[config.mk]
export PLATFORM = sky130hd
export DESIGN_NAME = socp_config_bank
export DESIGN_NICKNAME = d
export VERILOG_FILES = /design/src/hdl/socp_settle_timer.v /design/src/hdl/socp_config_bank.v
export VERILOG_INCLUDE_DIRS = /design/src /design/src/include
export SDC_FILE = /design/constraint.sdc
export NUM_CORES = 1
export LEC_CHECK = 0
export ABC_AREA = 1
export BUFFER_PORTS_ARGS = -buffer_cell sky130_fd_sc_hd__buf_2
export CAP_MARGIN = 20
export CORE_MARGIN = 2
export CORE_UTILIZATION = 58
export DETAILED_ROUTE_END_ITERATION = 16
export PLACE_DENSITY = 0.89
export SLEW_MARGIN = 20
export SYNTH_ARGS = -nofsm -noshare
export SYNTH_HDL_FRONTEND = slang
export SYNTH_SLANG_ARGS = --single-unit
export TNS_END_PERCENT = 30
[constraint.sdc]
create_clock -name clk_sys -period 2.7 [get_ports clk_sys]
set_clock_uncertainty 0.05 [all_clocks]
set_input_delay 0.54 -clock clk_sys [delete_from_list [all_inputs] [get_ports clk_sys]]
set_output_delay 0.54 -clock clk_sys [all_outputs]
set_load 0.02 [all_outputs]
[src/include/socp_regs.vh]
`ifndef SOCP_REGS_VH
`define SOCP_REGS_VH

// Register word addresses as seen on the register access port.
`define SOCP_ADDR_SETTLE 10'h196
`define SOCP_ADDR_AOUT1 10'h197
`define SOCP_ADDR_AOUT2 10'h198
`define SOCP_ADDR_AOUT3 10'h199
`define SOCP_ADDR_CLKDIV 10'h1A0

// Reset values of every register.
`define SOCP_RST_SETTLE 6'h00
`define SOCP_RST_AOUT 7'h00
`define SOCP_RST_CLKDIV 6'h00

// Settle count field, low six bits.
`define SOCP_SETTLE_MSB 5
`define SOCP_SETTLE_LSB 0

// Core clock divider field, low six bits.
`define SOCP_DIV_MSB 5
`define SOCP_DIV_LSB 0

// Analog output configuration fields.
`define SOCP_AOUT_EN_BIT 0
`define SOCP_AOUT_GAIN_MSB 2
`define SOCP_AOUT_GAIN_LSB 1
`define SOCP_AOUT_SRC_MSB 5
`define SOCP_AOUT_SRC_LSB 3
`define SOCP_AOUT_UNITY_BIT 6
`define SOCP_AOUT_MSB 6

// Fixed extra core periods added to every settling window.
`define SOCP_SETTLE_EXTRA 4

// Gain field codes.
`define SOCP_GSEL_1P33 2'h0
`define SOCP_GSEL_2P0 2'h1
`define SOCP_GSEL_3P0 2'h2
`define SOCP_GSEL_5P33 2'h3

// Encoded gain driven to the analog stage.
`define SOCP_GAIN_1P0 3'h0
`define SOCP_GAIN_1P33 3'h1
`define SOCP_GAIN_2P0 3'h2
`define SOCP_GAIN_3P0 3'h3
`define SOCP_GAIN_5P33 3'h4

// Source field codes.
`define SOCP_SRC_CH_A 3'h0
`define SOCP_SRC_CH_B 3'h1
`define SOCP_SRC_REF 3'h5
`define SOCP_SRC_SUPPLY 3'h7

// One-hot source route bits driven to the analog multiplexer.
`define SOCP_ROUTE_NONE 4'h0
`define SOCP_ROUTE_CH_A 4'h1
`define SOCP_ROUTE_CH_B 4'h2
`define SOCP_ROUTE_REF 4'h4
`define SOCP_ROUTE_SUPPLY 4'h8

// Divider thresholds for the operating modes.
`define SOCP_DIV_MIN_CORE 6'h01
`define SOCP_DIV_MIN_CODE_RD 6'h02

`endif

[src/hdl/socp_settle_timer.v]
`default_nettype none

// One settling window: counts core periods after a threshold write.
module socp_settle_timer #(
    parameter CNT_W = 10
) (
    input wire clk_sys,
    input wire rst,
    input wire core_tick,
    input wire start,
    input wire [CNT_W-1:0] load_value,
    output reg busy_r
);

    // Remaining core periods of the window.
    reg [CNT_W-1:0] count_r;
    reg [CNT_W-1:0] count_nxt;

    // A new write restarts the window even when one is running, so the
    // latest threshold always gets its full settling time.
    always @* begin
        count_nxt = count_r;
        if (start) begin
            count_nxt = load_value;
        end else if (core_tick && (count_r != {CNT_W{1'b0}})) begin
            count_nxt = count_r - {{(CNT_W-1){1'b0}}, 1'b1};
        end
    end

    // Counter and busy flag; busy is high exactly while periods remain.
    always @(posedge clk_sys) begin
        if (rst) begin
            count_r <= {CNT_W{1'b0}};
            busy_r <= 1'b0;
        end else begin
            count_r <= count_nxt;
            busy_r <= (count_nxt != {CNT_W{1'b0}});
        end
    end

endmodule // socp_settle_timer

`default_nettype wire

[src/hdl/socp_config_bank.v]
// Contract
// - DAC write invalidates feedback: settle+filter+4 periods.
// - Feedback tests read false during settling.
// - Boost DAC writes never invalidate feedback.
// - Enabled output drives source, else high impedance.
// - Gain codes: 1.33, 2.0, 3.0, 5.33.
// - Unity bit forces gain 1.0.
// - Output 1 sources: ch1, ch3, reference.
// - Output 2 sources: ch2, ch4, reference.
// - Output 3 sources: ch5, ch6, reference, supply.
// - Core clock is system clock over divider+1.
// - Divider zero forbids cores and flag outputs.
// - Code RAM reads need divider two or more.
`include "socp_regs.vh"
`default_nettype none

module socp_config_bank #(
    parameter NUM_CH = 6,
    parameter FLT_W = 8,
    parameter CNT_W = 10
) (
    input wire clk_sys,
    input wire rst,
    // Register access port, driven by the serial slave on the same clock.
    input wire [9:0] reg_addr,
    input wire [15:0] reg_wdata,
    input wire reg_wr,
    input wire reg_rd,
    input wire regs_locked,
    output reg [15:0] reg_rdata_r,
    output reg reg_rvalid_r,
    // Current DAC threshold write strobes and per-channel filter lengths.
    input wire [NUM_CH-1:0] dac_wr,
    input wire [NUM_CH*FLT_W-1:0] filter_len,
    input wire boost_dac_wr,
    // Raw feedback test results from the comparators.
    input wire [NUM_CH-1:0] fb_test_raw,
    input wire boost_fb_test_raw,
    output reg [NUM_CH-1:0] fb_test_r,
    output reg boost_fb_test_r,
    output reg [NUM_CH-1:0] fb_settling_r,
    // Analog output pins: enable, one-hot route and encoded gain.
    output reg analog_out1_pin_oe_r,
    output reg [3:0] analog_out1_route_r,
    output reg [2:0] analog_out1_gain_r,
    output reg analog_out2_pin_oe_r,
    output reg [3:0] analog_out2_route_r,
    output reg [2:0] analog_out2_gain_r,
    output reg analog_out3_pin_oe_r,
    output reg [3:0] analog_out3_route_r,
    output reg [2:0] analog_out3_gain_r,
    // Core clock enable and mode permissions.
    output reg core_clock_r,
    output reg core_run_allow_r,
    output reg flag_drive_allow_r,
    input wire code_ram_rd_req,
    output reg code_ram_rd_grant_r,
    output reg code_ram_rd_refused_r
);

    // Settle count register field.
    reg [5:0] dac_settle_count_r;
    // Analog output configuration registers, seven used bits each.
    reg [6:0] analog_out1_config_r;
    reg [6:0] analog_out2_config_r;
    reg [6:0] analog_out3_config_r;
    // Core clock divider field.
    reg [5:0] core_div_minus_one_r;
    // Core clock divider counter.
    reg [5:0] div_count_r;
    // Per-channel settling window busy flags from the timers.
    wire [NUM_CH-1:0] settle_busy;
    // Read data before it is registered.
    reg [15:0] rdata_nxt;
    // Fixed extra core periods, sized to the window counter so the sum keeps its width.
    localparam [CNT_W-1:0] SETTLE_EXTRA_W = `SOCP_SETTLE_EXTRA;

    // Gain decode shared by the three outputs.
    function [2:0] decode_gain;
        input unity;
        input [1:0] gsel;
        begin
            if (unity) begin
                decode_gain = `SOCP_GAIN_1P0;
            end else begin
                case (gsel)
                    `SOCP_GSEL_1P33: decode_gain = `SOCP_GAIN_1P33;
                    `SOCP_GSEL_2P0: decode_gain = `SOCP_GAIN_2P0;
                    `SOCP_GSEL_3P0: decode_gain = `SOCP_GAIN_3P0;
                    default: decode_gain = `SOCP_GAIN_5P33;
                endcase
            end
        end
    endfunction

    // Source decode shared by the three outputs. Codes with no documented
    // source select nothing, so the pin is never driven from an undefined node.
    function [3:0] decode_route;
        input [2:0] sel;
        input supply_ok;
        begin
            case (sel)
                `SOCP_SRC_CH_A: decode_route = `SOCP_ROUTE_CH_A;
                `SOCP_SRC_CH_B: decode_route = `SOCP_ROUTE_CH_B;
                `SOCP_SRC_REF: decode_route = `SOCP_ROUTE_REF;
                `SOCP_SRC_SUPPLY: decode_route = supply_ok ? `SOCP_ROUTE_SUPPLY : `SOCP_ROUTE_NONE;
                default: decode_route = `SOCP_ROUTE_NONE;
            endcase
        end
    endfunction

    // Register writes. Lockable fields ignore writes while locked; the
    // analog output registers carry no lock and always accept writes.
    always @(posedge clk_sys) begin
        if (rst) begin
            dac_settle_count_r <= `SOCP_RST_SETTLE;
            analog_out1_config_r <= `SOCP_RST_AOUT;
            analog_out2_config_r <= `SOCP_RST_AOUT;
            analog_out3_config_r <= `SOCP_RST_AOUT;
            core_div_minus_one_r <= `SOCP_RST_CLKDIV;
        end else if (reg_wr) begin
            case (reg_addr)
                `SOCP_ADDR_SETTLE: begin
                    if (!regs_locked) begin
                        dac_settle_count_r <= reg_wdata[`SOCP_SETTLE_MSB:`SOCP_SETTLE_LSB];
                    end
                end
                `SOCP_ADDR_AOUT1: begin
                    analog_out1_config_r <= reg_wdata[`SOCP_AOUT_MSB:0];
                end
                `SOCP_ADDR_AOUT2: begin
                    analog_out2_config_r <= reg_wdata[`SOCP_AOUT_MSB:0];
                end
                `SOCP_ADDR_AOUT3: begin
                    analog_out3_config_r <= reg_wdata[`SOCP_AOUT_MSB:0];
                end
                `SOCP_ADDR_CLKDIV: begin
                    // Locking here is what protects running cores from a
                    // divider change; the host is trusted not to unlock.
                    if (!regs_locked) begin
                        core_div_minus_one_r <= reg_wdata[`SOCP_DIV_MSB:`SOCP_DIV_LSB];
                    end
                end
                default: begin
                    // Addresses outside this bank belong to other blocks.
                end
            endcase
        end
    end

    // Read mux. Reserved bits and unmapped addresses read as zero.
    always @* begin
        rdata_nxt = 16'h0000;
        case (reg_addr)
            `SOCP_ADDR_SETTLE: rdata_nxt = {10'h000, dac_settle_count_r};
            `SOCP_ADDR_AOUT1: rdata_nxt = {9'h000, analog_out1_config_r};
            `SOCP_ADDR_AOUT2: rdata_nxt = {9'h000, analog_out2_config_r};
            `SOCP_ADDR_AOUT3: rdata_nxt = {9'h000, analog_out3_config_r};
            `SOCP_ADDR_CLKDIV: rdata_nxt = {10'h000, core_div_minus_one_r};
            default: rdata_nxt = 16'h0000;
        endcase
    end

    // Read data is captured on the read strobe and held until the next read.
    always @(posedge clk_sys) begin
        if (rst) begin
            reg_rdata_r <= 16'h0000;
            reg_rvalid_r <= 1'b0;
        end else begin
            reg_rvalid_r <= reg_rd;
            if (reg_rd) begin
                reg_rdata_r <= rdata_nxt;
            end
        end
    end

    // Core clock divider: one enable pulse every divider+1 system cycles.
    // A count already beyond a freshly lowered divider wraps at once, so a
    // change never stalls the core clock for a full 64-cycle lap; the host
    // still must not change it while cores run, since periods would jitter.
    always @(posedge clk_sys) begin
        if (rst) begin
            div_count_r <= 6'h00;
            core_clock_r <= 1'b0;
        end else if (div_count_r >= core_div_minus_one_r) begin
            div_count_r <= 6'h00;
            core_clock_r <= 1'b1;
        end else begin
            div_count_r <= div_count_r + 6'h01;
            core_clock_r <= 1'b0;
        end
    end

    // Mode permissions follow the divider setting directly.
    always @(posedge clk_sys) begin
        if (rst) begin
            core_run_allow_r <= 1'b0;
            flag_drive_allow_r <= 1'b0;
        end else begin
            core_run_allow_r <= (core_div_minus_one_r >= `SOCP_DIV_MIN_CORE);
            flag_drive_allow_r <= (core_div_minus_one_r >= `SOCP_DIV_MIN_CORE);
        end
    end

    // Code RAM read gate. Register and data RAM accesses are never gated
    // here; only code RAM reads depend on the divider.
    always @(posedge clk_sys) begin
        if (rst) begin
            code_ram_rd_grant_r <= 1'b0;
            code_ram_rd_refused_r <= 1'b0;
        end else begin
            code_ram_rd_grant_r <= code_ram_rd_req &&
                (core_div_minus_one_r >= `SOCP_DIV_MIN_CODE_RD);
            code_ram_rd_refused_r <= code_ram_rd_req &&
                (core_div_minus_one_r < `SOCP_DIV_MIN_CODE_RD);
        end
    end

    // One settling timer per current DAC channel, each loaded with its own
    // filter length so channels settle independently.
    genvar ch;
    generate
        for (ch = 0; ch < NUM_CH; ch = ch + 1) begin : g_settle
            wire [CNT_W-1:0] window_len;
            // Window length in core periods, widened before the sum.
            assign window_len = {{(CNT_W-6){1'b0}}, dac_settle_count_r} +
                {{(CNT_W-FLT_W){1'b0}}, filter_len[ch*FLT_W +: FLT_W]} +
                SETTLE_EXTRA_W;

            socp_settle_timer #(
                .CNT_W(CNT_W)
            ) u_timer (
                .clk_sys(clk_sys),
                .rst(rst),
                .core_tick(core_clock_r),
                .start(dac_wr[ch]),
                .load_value(window_len),
                .busy_r(settle_busy[ch])
            );
        end
    endgenerate

    // Feedback masking. The boost channel has no timer at all, so its
    // writes cannot touch its feedback.
    always @(posedge clk_sys) begin
        if (rst) begin
            fb_test_r <= {NUM_CH{1'b0}};
            fb_settling_r <= {NUM_CH{1'b0}};
            boost_fb_test_r <= 1'b0;
        end else begin
            fb_test_r <= fb_test_raw & ~settle_busy;
            fb_settling_r <= settle_busy;
            boost_fb_test_r <= boost_fb_test_raw;
        end
    end

    // Analog output 1: channel 1, channel 3 or the reference.
    always @(posedge clk_sys) begin
        if (rst) begin
            analog_out1_pin_oe_r <= 1'b0;
            analog_out1_route_r <= `SOCP_ROUTE_NONE;
            analog_out1_gain_r <= `SOCP_GAIN_1P0;
        end else begin
            analog_out1_route_r <= analog_out1_config_r[`SOCP_AOUT_EN_BIT] ?
                decode_route(analog_out1_config_r[`SOCP_AOUT_SRC_MSB:`SOCP_AOUT_SRC_LSB], 1'b0) :
                `SOCP_ROUTE_NONE;
            analog_out1_pin_oe_r <= analog_out1_config_r[`SOCP_AOUT_EN_BIT];
            analog_out1_gain_r <= decode_gain(analog_out1_config_r[`SOCP_AOUT_UNITY_BIT],
                analog_out1_config_r[`SOCP_AOUT_GAIN_MSB:`SOCP_AOUT_GAIN_LSB]);
        end
    end

    // Analog output 2: channel 2, channel 4 or the reference.
    always @(posedge clk_sys) begin
        if (rst) begin
            analog_out2_pin_oe_r <= 1'b0;
            analog_out2_route_r <= `SOCP_ROUTE_NONE;
            analog_out2_gain_r <= `SOCP_GAIN_1P0;
        end else begin
            analog_out2_route_r <= analog_out2_config_r[`SOCP_AOUT_EN_BIT] ?
                decode_route(analog_out2_config_r[`SOCP_AOUT_SRC_MSB:`SOCP_AOUT_SRC_LSB], 1'b0) :
                `SOCP_ROUTE_NONE;
            analog_out2_pin_oe_r <= analog_out2_config_r[`SOCP_AOUT_EN_BIT];
            analog_out2_gain_r <= decode_gain(analog_out2_config_r[`SOCP_AOUT_UNITY_BIT],
                analog_out2_config_r[`SOCP_AOUT_GAIN_MSB:`SOCP_AOUT_GAIN_LSB]);
        end
    end

    // Analog output 3: channel 5, channel 6, the reference or the supply.
    always @(posedge clk_sys) begin
        if (rst) begin
            analog_out3_pin_oe_r <= 1'b0;
            analog_out3_route_r <= `SOCP_ROUTE_NONE;
            analog_out3_gain_r <= `SOCP_GAIN_1P0;
        end else begin
            analog_out3_route_r <= analog_out3_config_r[`SOCP_AOUT_EN_BIT] ?
                decode_route(analog_out3_config_r[`SOCP_AOUT_SRC_MSB:`SOCP_AOUT_SRC_LSB], 1'b1) :
                `SOCP_ROUTE_NONE;
            analog_out3_pin_oe_r <= analog_out3_config_r[`SOCP_AOUT_EN_BIT];
            analog_out3_gain_r <= decode_gain(analog_out3_config_r[`SOCP_AOUT_UNITY_BIT],
                analog_out3_config_r[`SOCP_AOUT_GAIN_MSB:`SOCP_AOUT_GAIN_LSB]);
        end
    end

    // The boost DAC strobe is accepted only to show it has no effect here.
    wire boost_write_ignored;
    assign boost_write_ignored = boost_dac_wr;

endmodule // socp_config_bank

`default_nettype wire

Yosys cells after proc, flatten, opt, wreduce, memory -nomap -nowiden

Cells that the tools add are included.

Word-level logic and storage cells: 141
Register bits: 163
Input port bits: 94

Reduce and logical (&&, ||, !) cells: 38
Bitwise operators: 6
Mux-type cells: 20
$lt $le $gt $ge: 4
Add/sub/neg operators: 19
Eq/ne operators: 18

Operators with widths:

| cell                                                               | count |
|---|---|
| 2-to-1 mux 10 bit                                                  | 12 |
| nonzero test 10 bit                                                | 12 |
| adder 9 x 3 -> 10 bit (second input constant)                      | 6 |
| subtractor 10 x 1 -> 10 bit (second input constant)                | 6 |
| adder 6 x 8 -> 9 bit                                               | 6 |
| equality test 10 x 9 -> 1 bit (second input constant)              | 5 |
| case mux 3 bit (3 select lines)                                    | 5 |
| case mux 7 bit (5 select lines)                                    | 1 |
| case mux 4 bit (4 select lines)                                    | 1 |
| OR reduction 2 bit                                                 | 7 |
| equality test 3 bit (second input constant)                        | 4 |
| equality test 3 x 1 -> 1 bit (second input constant)               | 3 |
| logical NOT 3 bit                                                  | 3 |
| logical AND 1 bit                                                  | 8 |
| adder 6 x 1 -> 6 bit (second input constant)                       | 1 |
| bitwise AND 6 bit                                                  | 1 |
| equality test 2 x 1 -> 1 bit (second input constant)               | 3 |
| equality test 2 bit (second input constant)                        | 3 |
| greater-or-equal comparator 6 x 1 -> 1 bit (second input constant) | 1 |
| greater-or-equal comparator 6 x 2 -> 1 bit (second input constant) | 1 |
| greater-or-equal comparator 6 bit                                  | 1 |
| logical NOT 2 bit                                                  | 3 |
| less-than comparator 6 x 2 -> 1 bit (second input constant)        | 1 |
| NOT 6 bit                                                          | 1 |
| other kinds (4)                                                    | 10 |

Longest topological paths before layout

Gate-level depths: netlist of the first run.

Word-level depth: 5
Depth in mapped cells: 17
Depth with buffers taken out: 17

Modules after synthesis

Synthesis of the first run repeated with hierarchy kept, for this count alone.

Cells, all modules: 1586
Area, all modules: 10680.2 sq um

By module, submodules not included:

| module            | times used | cells each | area each (sq um) | sequential area each (sq um) |
|---|---|---|---|---|
| socp_config_bank  | 1          | 728        | 5688.0            | 1721.7 |
| socp_settle_timer | 6          | 143        | 832.0             | 220.2 |

Least setup slack after synthesis of the first run

OpenSTA, ideal clock, no wires.

Kind: input port to flip-flop
From: input filter_len[33]
To: register g_settle[4].u_timer.busy_r
Stages on the path: 14
Setup slack: 320 ps
Arrival: 2221 ps
Required time: 2541 ps
Setup time: 109 ps
Path buffers: 0
Cell sequence: ha_1 -> ha_1 -> inv_1 -> fa_1 -> o21ai_0 -> nand2_1 -> nand3_1 -> nand3_1 -> nand2_1 -> nand2_1 -> nor2_1 -> nand3_1 -> nand2_1 -> inv_1

Cells in the longest elaborated chain, start to end: 4

Ends and longest elaborated chain:

| element               | line                   | source |
|---|---|---|
| start, declared       | socp_config_bank.v:34  | `input wire [NUM_CH*FLT_W-1:0] filter_len,` |
| adder 6 x 8 -> 9 bit  | socp_config_bank.v:226 | `assign window_len = {{(CNT_W-6){1'b0}}, dac_settle_count_r} +` |
| adder 9 x 3 -> 10 bit | socp_config_bank.v:227 | `{{(CNT_W-FLT_W){1'b0}}, filter_len[ch*FLT_W +: FLT_W]} +` |
| 2-to-1 mux 10 bit     | socp_settle_timer.v:23 | `if (start) begin` |
| nonzero test 10 bit   | socp_settle_timer.v:37 | `busy_r <= (count_nxt != {CNT_W{1'b0}});` |
| end signal, assigned  | socp_settle_timer.v:37 |  |
| end, declared         | socp_settle_timer.v:12 | `output reg busy_r` |

No other way between the ends.
A chain may end at the register's enable or synchronous reset.

Worst setup path in the final report of the first run

From: register dac_settle_count_r[2]
To: register g_settle[3].u_timer.busy_r

Cells in the longest elaborated chain, start to end: 4

Ends and longest elaborated chain:

| element                | line                   | source |
|---|---|---|
| start, declared        | socp_config_bank.v:62  | `reg [5:0] dac_settle_count_r;` |
| start signal, assigned | socp_config_bank.v:116 | `` dac_settle_count_r <= `SOCP_RST_SETTLE; `` |
| start signal, assigned | socp_config_bank.v:125 | `` dac_settle_count_r <= reg_wdata[`SOCP_SETTLE_MSB:`SOCP_SETTLE_LSB]; `` |
| adder 6 x 8 -> 9 bit   | socp_config_bank.v:226 |  |
| adder 9 x 3 -> 10 bit  | socp_config_bank.v:227 |  |
| 2-to-1 mux 10 bit      | socp_settle_timer.v:23 |  |
| nonzero test 10 bit    | socp_settle_timer.v:37 |  |
| end signal, assigned   | socp_settle_timer.v:37 |  |
| end, declared          | socp_settle_timer.v:12 |  |

No other way between the ends.

==> results.json, run 1 <==
{
  "yosys.area.top_type": "dfxtp_1",
  "place_area_sq_mm": 0.0111,
  "hold_path_end": "boost_fb_test_r$_SDFF_PP0_",
  "timing.final.hold_violations": 0,
  "regToRegSetupSlack_ns": 0.16,
  "async_flop_share_pct": 0,
  "cts_hold_buf": 0,
  "overflow": 0,
  "hold_class": "in2reg",
  "drt-total-wl_mm": 26.5,
  "antenna_found_initial": 2,
  "min_period_over_period_pct": 94.2,
  "vias_per_cell": 5.45,
  "clk_latency_ns": 0.45,
  "ant_nets": 0,
  "ioPinCount": 153,
  "h-tree-depth": 4,
  "start_kind": "register",
  "seq_area_frac_synth_pct": 29.4,
  "synth-edff-count": 0,
  "critPathMaxFanout": 4,
  "tightestPinTransition_ns": 0.860,
  "numCtsBuffers": 17,
  "synth_ff_type": "dfxtp_1",
  "synthCells": 1518,
  "peakVddDrop_v": 0.000546,
  "powerDensity_mw_per_mm2": 514,
  "grt_pass1_wl_mm": 43.7,
  "drt-wirelength-per-cell_um": 14.1,
  "reg2reg_depth": 16,
  "path_clk_slew_ns": 0.07,
  "netlist_area_sq_mm": 0.0103,
  "grtUsageTotal_pct": 28.9,
  "ys_warn_count": 0,
  "avgSynthCellArea_sq_um": 6.81,
  "cts.sinks": 152,
  "num_vias": 10258,
  "layout-drive-gt1-share_pct": 17.1,
  "grt_pass1_vias": 9685,
  "r2r_start": "dac_settle_count_r[2]$_SDFFE_PP0P_",
  "path_cells": "clkinvlp_4 > buf_4 > ha_4 > inv_1 > ha_1 > nand3_1 > nand2_1 > nand2_1 > nand2_1 > or2_2 > nand2_1 > nand3_1 > nor2_1 > nand3_1 > nand2_1 > inv_1",
  "setup_viol": 0,
  "gp_congestion": 0.966,
  "cp.required_ns": 2.98,
  "port-buffer-count": 131,
  "die_w_um": 138,
  "tns_ns": 0,
  "start_util_pct": 59.6,
  "cts_tree": "built",
  "cp_top_family": "simple AND/OR/NAND/NOR gates",
  "fp.coreArea_sq_mm": 0.0174,
  "finalInstanceArea_sq_mm": 0.0118,
  "leakagePower_nw": 6.03,
  "clk_path_buf_depth": 2,
  "crit_path_end_kind": "register",
  "slew_violations": 0,
  "root_buffer": "clkbuf_16",
  "drt_iter0_drc": 753,
  "grt_start_max_net_pins": 56,
  "fin_nets": 1838,
  "max-cap-violations": 0,
  "relSlewSlack_pct": 42.3,
  "period_minus_slack_ns": 2.54,
  "holdCritStartpoint": "boost_fb_test_raw",
  "dpl.hpwl_mm": 19.6,
  "status": "finished, final reports clean",
  "grt_setup_unrepaired": "yes",
  "timing.fmax_mhz": 393,
  "r2r_end": "g_settle[3].u_timer.busy_r$_SDFF_PP0_",
  "ys_types": 51,
  "whs_path_depth": 3,
  "final_core_util_pct": 67.7,
  "dieArea_sq_mm": 0.0189,
  "row_count": 48,
  "drc": 0,
  "cp_num_buf_inv": 4,
  "cpPeakStageDelay_ns": 0.36,
  "synth_top_area_share_pct": 29.4,
  "cp_common_cell": "nand2_1",
  "critical_path_class": "reg2reg",
  "die_h_um": 138,
  "synth_area_leaders": "dfxtp_1 29%, nand2_1 13%, ha_1 11%",
  "drt_first_pass_iters": 5,
  "crit_slowest_cell": "dfxtp_2",
  "arrival_ns": 2.83,
  "synth_seq_cells": 152,
  "area_delta_synth_final_pct": 13.7
}
[timing repair]
action | CTS | global route
endpoints found under the setup margin | 1 | 6
gates resized for setup | 1 | 11
pin swaps | 0 | 1
buffers inserted | 3 | 0
[where the power goes]
part / switching [mW] / leakage, nW / total (mW) / internal [mW]
clock network: 1.11 / 0.284 / 2.37 / 1.26
registers: 0.0929 / 1.25 / 2.43 / 2.34
logic: 0.804 / 4.50 / 1.24 / 0.439
total: 2.01 / 6.03 / 6.05 / 4.04
[cell type report]
class / count / area [sq um]
Multi-Input combinational cell: 1120 / 6290
Clock inverter: 14 / 145
Fill cell: 1398 / 5600
Clock buffer: 18 / 439
Sequential cell: 152 / 3050
Inverter: 208 / 787
Timing Repair Buffer: 145 / 767
Tap cell: 225 / 282
Antenna cell: 1 / 2.50
[cell families (layout without fill, tap and decap cells)]
| kind of cell | count (synthesis) | count (layout) | share of synthesized area, % |
|---|---|---|---|
| buf+inv | 256 | 385 | 10.4 |
| xor+xnor | 24 | 24 | 2.03 |
| fa+ha+maj | 100 | 100 | 12.5 |
| other cells | 1 | 12 | 0.0363 |
| compound gates | 175 | 175 | 10.1 |
| flops | 152 | 152 | 29.4 |
| simple gates | 810 | 810 | 35.4 |
[metal layers]
layer,vias up,GRT usage [%],routed length [um]
met4,2,15.0,1260
met5,-,0,10
met1,4600,33.2,10500
li1,5121,-,-
met3,110,7.25,2110
met2,425,49.4,12600
[cells in the mapped netlist (18+ instances only)]
cell type  instances
nand4_1           19
nand3_1          126
nor2_1           218
xor2_1            19
ha_1              94
inv_1            196
o21ai_1           18
clkbuf_1          20
nand2_1          348
a21oi_1           69
dfxtp_1          152
o21ai_0           32
[placed cells by master (no fill, tap or decap), drive strengths merged, types with 2 or more instances in the layout]
cell | synthesis | layout
a211oi | 18 | 18
nand2 | 368 | 368
clkinv | 1 | 3
xnor2 | 5 | 5
xor2 | 19 | 19
nand3 | 133 | 133
nor3b | 2 | 2
nor4 | 5 | 5
conb | 1 | 11
a21oi | 79 | 79
nand4 | 20 | 20
nand3b | 9 | 9
o21ai | 52 | 52
inv | 207 | 216
clkbuf | 20 | 18
a31oi | 3 | 3
fa | 6 | 6
clkinvlp | 0 | 3
nor3 | 17 | 17
nor2 | 244 | 244
ha | 94 | 94
o21bai | 6 | 6
a22oi | 2 | 2
o21a | 2 | 2
buf | 28 | 145
or2 | 10 | 10
o211ai | 3 | 3
dfxtp | 152 | 152
o22ai | 8 | 8
[worst min-delay path: stages]
cell,delay [ns]
buf_2,0.09
inv_1,0.04
nor2_1,0.03
[through the flow]
stage          hold WS, ns  cells  setup WS [ns]  power (mW)
2_1_floorplan        0.360   1528          0.320        3.41
3_3_place_gp         0.366   1847        -0.0277        3.64
3_5_place_dp         0.371   1847        -0.0196        3.68
4_1_cts              0.248   1882         0.0300        6.02
5_1_grt              0.263   1882        -0.0324        6.32
6_report             0.250   1883          0.155        6.05
[registers in the layout (all words and copies together), names as in the netlist, 4 cells and up]
register / count
analog_out3_route_r: 4
g_settle.u_timer.busy_r: 6
fb_settling_r: 6
analog_out2_config_r: 7
g_settle.u_timer.count_r: 60
analog_out3_config_r: 7
div_count_r: 6
reg_rdata_r: 7
core_div_minus_one_r: 6
dac_settle_count_r: 6
analog_out1_config_r: 7
fb_test_r: 6
[worst max-delay path by stage]
stage                                             startpoint  cells after the start                                    end  slack (ns)
after floorplan                               filter_len[33]                     14  g_settle[4].u_timer.busy_r$_SDFF_PP0_        0.32
after global placement                        filter_len[33]                     15  g_settle[4].u_timer.busy_r$_SDFF_PP0_       -0.03
after detailed placement                      filter_len[33]                     15  g_settle[4].u_timer.busy_r$_SDFF_PP0_       -0.02
after CTS                 dac_settle_count_r[4]$_SDFFE_PP0P_                     14  g_settle[0].u_timer.busy_r$_SDFF_PP0_        0.03
after global routing      dac_settle_count_r[4]$_SDFFE_PP0P_                     14  g_settle[2].u_timer.busy_r$_SDFF_PP0_       -0.03
final                     dac_settle_count_r[2]$_SDFFE_PP0P_                     16  g_settle[3].u_timer.busy_r$_SDFF_PP0_        0.16
No activity file was read; power rests on OpenSTA's default activity.
==> run 2: changes to the inputs <==
--- a/config.mk
+++ b/config.mk
@@ -12,9 +12,8 @@
 export CORE_MARGIN = 2
 export CORE_UTILIZATION = 58
 export DETAILED_ROUTE_END_ITERATION = 16
-export PLACE_DENSITY = 0.89
+export PLACE_DENSITY = 0.92
 export SLEW_MARGIN = 20
 export SYNTH_ARGS = -nofsm -noshare
 export SYNTH_HDL_FRONTEND = slang
 export SYNTH_SLANG_ARGS = --single-unit
-export TNS_END_PERCENT = 30
==> run 2 against run 1 <==
Cell count grew 0.16%. Maximum frequency fell by 2.6%. Flip-flop and latch count stayed put. Critical path type unchanged. Critical endpoint unchanged.
==> results.json, run 2 (same netlist as run 1, synthesis figures left out) <==
{
  "start_kind": "register",
  "critPathMaxFanout": 4,
  "layout_commonest_cell": "nand2_1",
  "arrival_ns": 2.88,
  "die_w_um": 138,
  "start_util_pct": 59.6,
  "port-buffer-count": 131,
  "dpl.hpwl_mm": 19.8,
  "timing.final.hold_violations": 0,
  "grt_start_max_net_pins": 48,
  "relSlewSlack_pct": 63.5,
  "ioPinCount": 153,
  "period_minus_slack_ns": 2.61,
  "ant_nets": 0,
  "holdWs_ns": 0.279,
  "setup_ws_ns": 0.0872,
  "grt_use_met2_pct": 50.4,
  "slew_violations": 0,
  "finalInstanceArea_sq_mm": 0.0118,
  "leakagePower_nw": 6.02,
  "final_cell_mix": "347 x nand2_1, 216 x nor2_1, 194 x inv_1, 147 x dfxtp_1, 130 x buf_2",
  "layout-drive-gt1-share_pct": 17.5,
  "preCtsSetupSlack_ns": -0.0596,
  "drt-wirelength-per-cell_um": 14.4,
  "tightestPinTransition_ns": 0.546,
  "hold_class": "in2reg",
  "num_vias": 10322,
  "regMostFlops": "g_settle.u_timer.count_r",
  "grtUsageMet3_pct": 6.73,
  "area_delta_synth_final_pct": 13.8,
  "max-cap-violations": 0,
  "clk_latency_ns": 0.43,
  "clk_path_buf_depth": 2,
  "critical_path_class": "reg2reg",
  "gp_congestion": 0.935,
  "row_count": 48,
  "fin_nets": 1840,
  "p_total_mw": 5.97,
  "overflow": 0,
  "timing.fmax_mhz": 383,
  "fp.coreArea_sq_mm": 0.0174,
  "final_core_util_pct": 67.8,
  "vias_per_cell": 5.47,
  "crit_path_end_kind": "register",
  "drt_iter0_drc": 884,
  "drc": 0,
  "met1_usage_pct": 32.5,
  "cts.sinks": 152,
  "numCtsBuffers": 17,
  "cp.required_ns": 2.97,
  "grt_pass1_wl_mm": 43.1,
  "dieArea_sq_mm": 0.0189,
  "grtUsageTotal_pct": 28.7,
  "largest_reg_flops": 60,
  "powerDensity_mw_per_mm2": 508,
  "drt_first_pass_iters": 6,
  "grt_pass1_vias": 9675,
  "root_buffer": "clkbuf_16",
  "h-tree-depth": 4,
  "grt_busiest_layer": "met2",
  "drt-total-wl_mm": 27.1,
  "cts_tree": "built",
  "antenna_found_initial": 1,
  "min_period_over_period_pct": 96.8,
  "place_area_sq_mm": 0.0111,
  "die_h_um": 138,
  "peakVddDrop_v": 0.000532,
  "status": "finished, final reports clean",
  "setup_viol": 0,
  "path_clk_slew_ns": 0.06
}
run 2: changes by cell type in the layout (fill, tap and decap cells not counted), sizes merged:
cell,before,now
clkinvlp,3,4
clkbuf,18,23
clkinv,3,5
diode,1,2
buf,145,147
bufinv,0,1
inv,216,207
run 2: worst paths after layout:
| check | start | endpoint | slack [ns] | cells past startpoint |
|---|---|---|---|---|
| worst min-delay path | fb_test_raw[4] | fb_test_r[4]$_SDFF_PP0_ | 0.28 | 3 |
| worst max-delay path | dac_settle_count_r[1]$_SDFFE_PP0P_ | g_settle[3].u_timer.busy_r$_SDFF_PP0_ | 0.09 | 17 |
| worst max register to register | dac_settle_count_r[1]$_SDFFE_PP0P_ | g_settle[3].u_timer.busy_r$_SDFF_PP0_ | 0.09 | 17 |
| worst min register to register | g_settle[5].u_timer.busy_r$_SDFF_PP0_ | fb_settling_r[5]$_SDFF_PP0_ | 0.38 | 2 |
run 2: area by class of cell:
cell class / instances / area (sq um)
Multi-Input combinational cell: 1120 / 6300
Clock buffer: 23 / 468
Fill cell: 1344 / 5590
Antenna cell: 2 / 5.00
Inverter: 208 / 787
Sequential cell: 152 / 3050
Tap cell: 225 / 282
Clock inverter: 9 / 92.6
Timing Repair Buffer: 147 / 778
run 2: repair_timing:
action | CTS | global route
setup buffers | 3 | 0
endpoints found under the setup margin | 2 | 6
hold buffers | 0 | 0
gates resized for setup | 1 | 18
hold endpoints to repair | 0 | 0
run 2: layer usage:
layer  up-vias  wire (um)
met5         -          0
met2       475      13100
li1       5116          -
met3        96       2200
met4         0       1120
met1      4635      10700
run 2: critical path, stage by stage, from the launching register on:
cell	delay, ns
dfxtp_2	0.36
buf_4	0.19
ha_1	0.29
ha_2	0.19
inv_1	0.07
fa_1	0.37
inv_2	0.08
nand3_1	0.09
nand2_2	0.10
nand3_1	0.08
nand2_1	0.07
nand2_1	0.04
nand3_1	0.08
nand3_1	0.09
nor2_1	0.11
nand3_1	0.12
nand2_1	0.08
inv_1	0.05
run 2: power by group:
part | internal [mW] | switching [mW] | leakage (nW)
registers | 2.34 | 0.0921 | 1.25
clock network | 1.32 | 0.962 | 0.264
logic | 0.441 | 0.817 | 4.51
run 2: metrics by stage:
stage               std cells  TNS, ns
floorplan                1528        0
global placement         1849  -0.0252
detailed placement       1849  -0.0596
CTS                      1884        0
global route             1884  -0.0226
finish                   1886        0
